File: config.mk
export PLATFORM = sky130hd
export DESIGN_NAME = lsar_top
export DESIGN_NICKNAME = d
export VERILOG_FILES = /design/src/inc/lsar_pkg.sv /design/src/lsar_seg_decode.sv /design/src/lsar_route.sv /design/src/lsar_top.sv
export SDC_FILE = /design/constraint.sdc
export NUM_CORES = 1
export LEC_CHECK = 0
export BUFFER_PORTS_ARGS = -buffer_cell sky130_fd_sc_hd__buf_4
export CORE_ASPECT_RATIO = 0.8
export CORE_MARGIN = 2
export CORE_UTILIZATION = 52
export CTS_CLUSTER_DIAMETER = 80
export CTS_CLUSTER_SIZE = 25
export DETAILED_ROUTE_END_ITERATION = 16
export PLACE_DENSITY_LB_ADDON = 0.2
export SYNTH_ARGS = -nofsm -noshare
export SYNTH_HDL_FRONTEND = slang
export SYNTH_SLANG_ARGS = --single-unit
File: constraint.sdc
create_clock -name ref_clk -period 3.2 [get_ports ref_clk]
set_clock_uncertainty 0.1 [all_clocks]
set_input_delay 0.16 -clock ref_clk [delete_from_list [all_inputs] [get_ports ref_clk]]
set_output_delay 0.16 -clock ref_clk [all_outputs]
set_load 0.03 [all_outputs]
File: src/inc/lsar_pkg.sv
`default_nettype none
package lsar_pkg;
  // Register indices; printed offsets are not multiples of four
  localparam logic [7:0] ATTR_IDX_FIRST = 8'h59;
  localparam logic [7:0] ATTR_IDX_LAST  = 8'h5f;
  localparam int         NUM_REGS       = 7;
  localparam int         NUM_SEGS       = 14;
  localparam logic [7:0] ATTR_RESET     = 8'h00;
  // Byte address is four times the index
  localparam logic [11:0] ATTR_ADDR_FIRST = {2'b00, ATTR_IDX_FIRST, 2'b00};
  // Nibble field layout
  localparam int BIT_RD = 0;
  localparam int BIT_WR = 1;
  localparam int BIT_CE = 2;
  // Region boundaries (20-bit legacy addresses)
  localparam logic [19:0] LEGACY_LO = 20'hc0000;
  localparam logic [19:0] SYSBIOS_LO = 20'hf0000;
  localparam int SEG_SHIFT = 14;
  // Latched status register byte address
  localparam logic [11:0] STATUS_ADDR = 12'h180;
  typedef enum logic [2:0] {
    LSAR_IDLE   = 3'b001,
    LSAR_ACCESS = 3'b010,
    LSAR_DONE   = 3'b100
  } lsar_apb_e;
endpackage : lsar_pkg
`default_nettype wire

File: src/lsar_seg_decode.sv
`timescale 1ns/1ns
`default_nettype none
module lsar_seg_decode
  import lsar_pkg::*;
(
  // Address in
  input  wire logic [31:0] addr,
  // Decode out
  output logic             hit,
  output logic [3:0]       seg
);
  wire        below_1m   = (addr[31:20] == 12'h000);
  wire        in_range   = below_1m && (addr[19:0] >= LEGACY_LO);
  wire        is_sysbios = addr[19:0] >= SYSBIOS_LO;
  wire [3:0]  seg16k     = 4'(addr[19:SEG_SHIFT] - 6'h30);
  // Segment 0 is the system BIOS area; 16K segments count from 1
  assign hit = in_range;
  assign seg = is_sysbios ? 4'h0 : 4'(seg16k + 4'h1);
endmodule : lsar_seg_decode
`default_nettype wire

File: src/lsar_route.sv
`timescale 1ns/1ns
`default_nettype none
module lsar_route
  import lsar_pkg::*;
(
  // Segment attributes
  input  wire logic [2:0] attr,
  input  wire logic       hit,
  // Cycle
  input  wire logic       is_write,
  input  wire logic       is_code,
  // Decisions
  output logic            to_dram,
  output logic            l1_ok,
  output logic            l2_ok
);
  wire rd = attr[BIT_RD];
  wire wr = attr[BIT_WR];
  wire ce = attr[BIT_CE];
  // Outside the legacy window main memory answers as normal
  assign to_dram = !hit || (is_write ? wr : rd);
  assign l1_ok   = !hit || (!is_write && rd && ce && (wr || is_code));
  // Read-only never enters L2
  assign l2_ok   = !hit || (to_dram && wr);
endmodule : lsar_route
`default_nettype wire

File: src/lsar_top.sv
// Chosen here: the APB register port.
`timescale 1ns/1ns
`default_nettype none
module lsar_top
  import lsar_pkg::*;
(
  // Clock and reset
  input  wire logic        ref_clk,
  input  wire logic        rst_n,
  // APB slave
  input  wire logic        psel,
  input  wire logic        penable,
  input  wire logic        pwrite,
  input  wire logic [11:0] paddr,
  input  wire logic [31:0] pwdata,
  input  wire logic [3:0]  pstrb,
  output logic             pready,
  output logic [31:0]      prdata,
  output logic             pslverr,
  // Processor cycle
  input  wire logic        cpu_valid,
  input  wire logic [31:0] cpu_addr,
  input  wire logic        cpu_write,
  input  wire logic        cpu_code,
  output logic             cpu_to_dram,
  output logic             cpu_to_pci,
  output logic             cpu_l1_cacheable,
  output logic             cpu_l2_allocate,
  // PCI master cycle
  input  wire logic        pci_valid,
  input  wire logic [31:0] pci_addr,
  input  wire logic        pci_write,
  output logic             pci_claim
);
  import lsar_pkg::*;

  logic [1:0]      rst_sync_reg;
  wire             srst_n = rst_sync_reg[1];
  always_ff @(posedge ref_clk or negedge rst_n)
  begin
    if (!rst_n)
      rst_sync_reg <= 2'b00;
    else
      rst_sync_reg <= {rst_sync_reg[0], 1'b1};
  end

  logic [7:0]      attr_reg [NUM_REGS];
  lsar_apb_e       state_reg;
  lsar_apb_e       state_next;
  logic            pready_reg;
  logic [31:0]     prdata_reg;
  logic            pslverr_reg;
  logic [7:0]      route_status_reg;

  // Register index from byte address
  function automatic logic [2:0] reg_index(input logic [11:0] a);
    reg_index = 3'(a[11:2] - ATTR_ADDR_FIRST[11:2]);
  endfunction : reg_index

  function automatic logic in_attr_map(input logic [11:0] a);
    in_attr_map = (a[1:0] == 2'b00) && (a[11:2] >= ATTR_IDX_FIRST)
                  && (a[11:2] <= ATTR_IDX_LAST);
  endfunction : in_attr_map

  wire        acc_phase = psel && penable && (state_reg == LSAR_ACCESS);
  wire        attr_sel  = in_attr_map(paddr);
  wire        stat_sel  = (paddr == STATUS_ADDR);
  wire        map_sel   = attr_sel || stat_sel;
  wire [2:0]  ridx      = reg_index(paddr);
  wire        do_write  = acc_phase && pwrite && attr_sel && pstrb[0];
  wire [31:0] rd_value  = attr_sel ? {24'h000000, attr_reg[ridx]} :
                          stat_sel ? {24'h000000, route_status_reg} : 32'h00000000;

  // One wait state keeps pready registered and the answer fixed at two access edges
  always_comb
  begin
    state_next = state_reg;
    unique case (state_reg)
      LSAR_IDLE:   if (psel && !penable) state_next = LSAR_ACCESS;
      LSAR_ACCESS: if (acc_phase) state_next = LSAR_DONE;
      LSAR_DONE:   state_next = LSAR_IDLE;
    endcase
  end

  always_ff @(posedge ref_clk or negedge srst_n)
  begin
    if (!srst_n)
    begin
      state_reg   <= LSAR_IDLE;
      pready_reg  <= 1'b0;
      prdata_reg  <= 32'h00000000;
      pslverr_reg <= 1'b0;
    end
    else
    begin
      state_reg   <= state_next;
      pready_reg  <= acc_phase;
      pslverr_reg <= acc_phase && !map_sel;
      if (acc_phase)
        prdata_reg <= pwrite ? 32'h00000000 : rd_value;
    end
  end

  genvar gi;
  generate
    for (gi = 0; gi < NUM_REGS; gi++)
    begin : g_attr
      always_ff @(posedge ref_clk or negedge srst_n)
      begin
        if (!srst_n)
          attr_reg[gi] <= ATTR_RESET;
        else if (do_write && ridx == 3'(gi))
          attr_reg[gi] <= pwdata[7:0];
      end
    end
  endgenerate

  // Flatten nibbles: segment n lives in register (n+1)/2, nibble (n+1)%2
  logic [2:0] seg_attr [16];
  genvar si;
  generate
    for (si = 0; si < 16; si++)
    begin : g_seg
      if ((si + 1) / 2 < NUM_REGS)
      begin : g_on
        assign seg_attr[si] = attr_reg[(si + 1) / 2][((si + 1) % 2) * 4 +: 3];
      end
      else
      begin : g_off
        assign seg_attr[si] = 3'b000;
      end
    end
  endgenerate

  wire        cpu_hit;
  wire [3:0]  cpu_seg;
  wire        pci_hit;
  wire [3:0]  pci_seg;
  wire        cpu_dram_w;
  wire        cpu_l1_w;
  wire        cpu_l2_w;
  wire        pci_dram_w;

  lsar_seg_decode u_cpu_dec
  (
    .addr (cpu_addr),
    .hit  (cpu_hit),
    .seg  (cpu_seg)
  );

  lsar_seg_decode u_pci_dec
  (
    .addr (pci_addr),
    .hit  (pci_hit),
    .seg  (pci_seg)
  );

  lsar_route u_cpu_route
  (
    .attr     (seg_attr[cpu_seg]),
    .hit      (cpu_hit),
    .is_write (cpu_write),
    .is_code  (cpu_code),
    .to_dram  (cpu_dram_w),
    .l1_ok    (cpu_l1_w),
    .l2_ok    (cpu_l2_w)
  );

  lsar_route u_pci_route
  (
    .attr     (seg_attr[pci_seg]),
    .hit      (pci_hit),
    .is_write (pci_write),
    .is_code  (1'b0),
    .to_dram  (pci_dram_w),
    .l1_ok    (),
    .l2_ok    ()
  );

  // Registered decisions: outputs come from flops, one cycle after the request
  logic cpu_dram_reg;
  logic cpu_pci_reg;
  logic cpu_l1_reg;
  logic cpu_l2_reg;
  logic pci_claim_reg;
  always_ff @(posedge ref_clk or negedge srst_n)
  begin
    if (!srst_n)
    begin
      cpu_dram_reg     <= 1'b0;
      cpu_pci_reg      <= 1'b0;
      cpu_l1_reg       <= 1'b0;
      cpu_l2_reg       <= 1'b0;
      pci_claim_reg    <= 1'b0;
      route_status_reg <= 8'h00;
    end
    else
    begin
      cpu_dram_reg  <= cpu_valid && cpu_dram_w;
      cpu_pci_reg   <= cpu_valid && !cpu_dram_w;
      cpu_l1_reg    <= cpu_valid && cpu_l1_w;
      cpu_l2_reg    <= cpu_valid && cpu_l2_w;
      pci_claim_reg <= pci_valid && pci_dram_w;
      if (cpu_valid)
        route_status_reg <= {3'b000, cpu_hit, cpu_seg};
    end
  end

  assign pready           = pready_reg;
  assign prdata           = prdata_reg;
  assign pslverr          = pslverr_reg;
  assign cpu_to_dram      = cpu_dram_reg;
  assign cpu_to_pci       = cpu_pci_reg;
  assign cpu_l1_cacheable = cpu_l1_reg;
  assign cpu_l2_allocate  = cpu_l2_reg;
  assign pci_claim        = pci_claim_reg;

  a_ro_no_l2: assert property (@(posedge ref_clk) disable iff (!srst_n)
    cpu_valid && cpu_hit && !seg_attr[cpu_seg][BIT_WR] |=> !cpu_l2_allocate)
    else $error("read-only or disabled segment allocated in L2");
  a_wr_route: assert property (@(posedge ref_clk) disable iff (!srst_n)
    cpu_valid && cpu_hit && cpu_write |=>
    cpu_to_dram == $past(seg_attr[cpu_seg][BIT_WR]))
    else $error("write routing wrong");
  a_rd_route: assert property (@(posedge ref_clk) disable iff (!srst_n)
    cpu_valid && cpu_hit && !cpu_write |=>
    cpu_to_pci == !$past(seg_attr[cpu_seg][BIT_RD]))
    else $error("read routing wrong");
  a_l1_code: assert property (@(posedge ref_clk) disable iff (!srst_n)
    cpu_valid && cpu_hit && !cpu_code && !seg_attr[cpu_seg][BIT_WR] |=> !cpu_l1_cacheable)
    else $error("data read cached in write-protected segment");
  a_l1_set: assert property (@(posedge ref_clk) disable iff (!srst_n)
    cpu_valid && cpu_hit && !cpu_write && (&seg_attr[cpu_seg]) |=> cpu_l1_cacheable)
    else $error("cacheable segment not reported");
  a_pci_claim: assert property (@(posedge ref_clk) disable iff (!srst_n)
    pci_valid && pci_hit && !seg_attr[pci_seg][pci_write ? BIT_WR : BIT_RD] |=> !pci_claim)
    else $error("PCI cycle claimed without permission");
  a_excl_route: assert property (@(posedge ref_clk) disable iff (!srst_n)
    !(cpu_to_dram && cpu_to_pci))
    else $error("cycle routed to both memory and PCI");
  a_apb_ready: assert property (@(posedge ref_clk) disable iff (!srst_n)
    psel && !penable ##1 psel && penable |=> pready ##1 !pready)
    else $error("APB answer timing wrong");
  a_attr_write: assert property (@(posedge ref_clk) disable iff (!srst_n)
    do_write |=> attr_reg[$past(ridx)] == $past(pwdata[7:0]))
    else $error("attribute register not updated");
endmodule : lsar_top
`default_nettype wire

==> results.sh <==
export IMPL_dp_cells=647
export IMPL_fin_tns_setup_ns=0
export IMPL_slowest_stage="nor4_2"
export IMPL_timing_final_crit_share_pct=86.5
export IMPL_grt_pass1_vias=3753
export IMPL_cts_resized=0
export IMPL_rrSetupSlack_ns=0.43
export IMPL_antenna_found_initial=0
export IMPL_peakVddDrop_mv=0.329
export IMPL_post_cts_setup_buffer_count=0
export IMPL_die_w_um=113
export IMPL_io_pin_count=161
export IMPL_worstPathRequired_ns=3.32
export IMPL_dieArea_mm2=0.0103
export IMPL_seq_area_mm2=0.00203
export IMPL_total_power_mw=2.54
export IMPL_startpoint_type="register"
export IMPL_clock_path_buffers=2
export IMPL_area_growth_syn_to_layout_pct=21.8
export IMPL_final_cells=669
export IMPL_grtUsageMet3_pct=5.34
export IMPL_syn_cell_area_mm2=0.00493
export IMPL_drc_errors=8
export IMPL_first_iter_violations=337
export IMPL_synth_ff_type="dfrtp_1"
export IMPL_tightest_slew_ns=1.31
export IMPL_clock_sinks=81
export IMPL_max_clock_freq_mhz=361
export IMPL_cp_top_family="simple AND/OR/NAND/NOR gates"
export IMPL_yosysWarningCount=0
export IMPL_postSynthAreaPerCell_um2=10.9
export IMPL_cts_buffers=9
export IMPL_wl_per_cell_um=18.3
export IMPL_firstDrtPassIters=11
export IMPL_htreeDepth=3
export IMPL_grt_busiest_layer="met2"
export IMPL_clkTransAtPathRegs_ns=0.06
export IMPL_cap_violations=0
export IMPL_grt_max_degree=80
export IMPL_drive_above_1_share_pct=35.4
export IMPL_fin_crit_ns=2.77
export IMPL_hold_buffers=6
export IMPL_worstSetupStartpoint="state_reg[0]"
export IMPL_worstSetupPathType="reg -> reg"
export IMPL_hp_class="in -> reg"
export IMPL_yosysSeqAreaShare_pct=41.1
export IMPL_syn_instance_count=453
export IMPL_fillers=733
export IMPL_yosysTopAreaCellShare_pct=40.6
export IMPL_routed_wl_um=12200
export IMPL_synthArstFlopShare_pct=100
export IMPL_drtAntennaViolNets=0
export IMPL_core_rowCount=31
export IMPL_synth_largest_area_cell="dfrtp_1"
export IMPL_hold_viol=0
export IMPL_placed_area_mm2=0.00563
export IMPL_final_common_cell="buf_4"
export IMPL_die_y_um=91.1
export IMPL_tritoncts="yes"
export IMPL_leakage_nw=2.88
export IMPL_layout_common_cells="buf_4 (95), dfrtp_1 (79), mux2_2 (63)"
export IMPL_clock_latency_ns=0.34
export IMPL_synthTopCellsByArea="dfrtp_1 (41%), mux2_2 (14%), mux2i_1 (5.1%), buf_4 (3.8%), mux4_2 (3.7%)"
export IMPL_status="finished with violations"
export IMPL_dpl_hpwl_um=8870
export IMPL_slew_headroom_pct=12.0
export IMPL_grt_use_met2_pct=38.5
export IMPL_vias=3982
export IMPL_grt_overflow_total=0
export IMPL_worstPathArrival_ns=2.89
export IMPL_vias_per_cell=5.95
export IMPL_grt_use_met1_pct=35.5
export IMPL_final_area_mm2=0.00601
export IMPL_root_buffer="clkbuf_16"
export IMPL_layout_nets=680
export IMPL_critPathMaxFanout=8
export IMPL_port_buffers=81
export IMPL_core_region_area_mm2=0.00915
export IMPL_utilization_pct=65.6
export IMPL_grt_pass1_wl_um=19600
export IMPL_slew_viol_final=0
export IMPL_synth_seq_cells=81
export IMPL_violations="DRC"
export IMPL_max_stage_delay_ns=1.14
export IMPL_ys_types=64
export IMPL_grt_usage_pct=24.6
export IMPL_synth_edf_count=0
export IMPL_insertedDiodeCount=0
export IMPL_place_gp_congestion=0.901
export IMPL_min_from="pwdata[2]"
export IMPL_path_buf_inv=0
export IMPL_end_kind="register"
export IMPL_multi_input_area_mm2=0.00266
export IMPL_largest_register_ffs=56
export IMPL_rsz0062_at_grt="false"
export IMPL_start_util_pct=53.9
export IMPL_r2r_start="state_reg[0]"
export IMPL_worstPathCellList="nand4b_1 -> or2_2 -> nor4_2 -> mux2_2"
export IMPL_powerDensity_mw_per_mm2=423
export IMPL_setup_viol=0
-- worst paths after layout --
path / to / depth (start not counted)
min in group asynchronous: rst_sync_reg[1] / 2
hold reg to reg: rst_sync_reg[1] / 0
setup / recovery: attr_reg[22] / 4
setup reg to reg: attr_reg[22] / 4
hold / removal: attr_reg[26] / 2
max in group asynchronous: pready / 0
-- layer usage --
layer	wire length (um)	vias to the layer above
met1	5320	1973
met2	5810	177
li1	-	1820
met5	0	-
met4	138	0
met3	976	12
-- cells by family (layout without fill, tap and decap cells) --
group                    Yosys count  in the layout  share of synthesized area, %
AO/OA/AOI/OAI                     86             86                          12.1
XOR/XNOR                           3              3                         0.685
adder cells (fa/ha/maj)            9              9                          2.28
buffers and inverters             59            137                          6.67
flip-flops                        81             81                          41.1
multiplexers                      96             96                          23.1
other                              2             25                         0.152
AND/OR/NAND/NOR                  117            117                          13.9
-- synthesized netlist by cell type (all sizes together) (3+ instances only) --
| cell | number |
|---|---|
| buf | 33 |
| mux4 | 8 |
| ha | 9 |
| and3 | 7 |
| a22o | 5 |
| nor3 | 7 |
| nand4 | 3 |
| dfrtp | 80 |
| nand2 | 34 |
| and2 | 6 |
| mux2 | 63 |
| nor4 | 14 |
| nand3 | 9 |
| a221oi | 5 |
| a31oi | 3 |
| nand4b | 3 |
| a21oi | 9 |
| nand2b | 7 |
| clkbuf | 6 |
| a22oi | 4 |
| o22ai | 3 |
| mux2i | 25 |
| o21ai | 28 |
| inv | 20 |
| nor2b | 3 |
| nor2 | 14 |
-- worst reg2reg max path, cell delays in order, from the launching register on --
cell and delay, ns:
dfstp_2 0.37, nand4b_1 0.18, or2_2 0.42, nor4_2 1.14, mux2_2 0.44
-- layout make-up --
| cell class | count | area share (%) |
|---|---|---|
| multi-input combinational | 336 | 44.3 |
| sequential | 81 | 33.8 |
| timing repair buffer | 101 | 12.9 |
| clock buffer | 12 | 4.10 |
| tap | 115 | 2.39 |
| clock inverter | 4 | 1.27 |
| inverter | 20 | 1.25 |
-- metrics by stage --
step / hold WS [ns] / setup WS, ns
floorplan: -0.236 / 0.494
global placement: -0.158 / 0.508
detailed placement: -0.157 / 0.436
CTS: 0.00320 / 0.386
global route: 0.0114 / 0.360
finish: 0.0107 / 0.432
-- power by group --
part / leakage, nW / switching, mW / internal, mW / total, mW
registers: 1.10 / 0.0278 / 1.04 / 1.07
clock network: 0.153 / 0.403 / 0.708 / 1.11
logic: 1.63 / 0.213 / 0.149 / 0.362
total: 2.88 / 0.644 / 1.90 / 2.54
(Power assumes the default switching activity.)
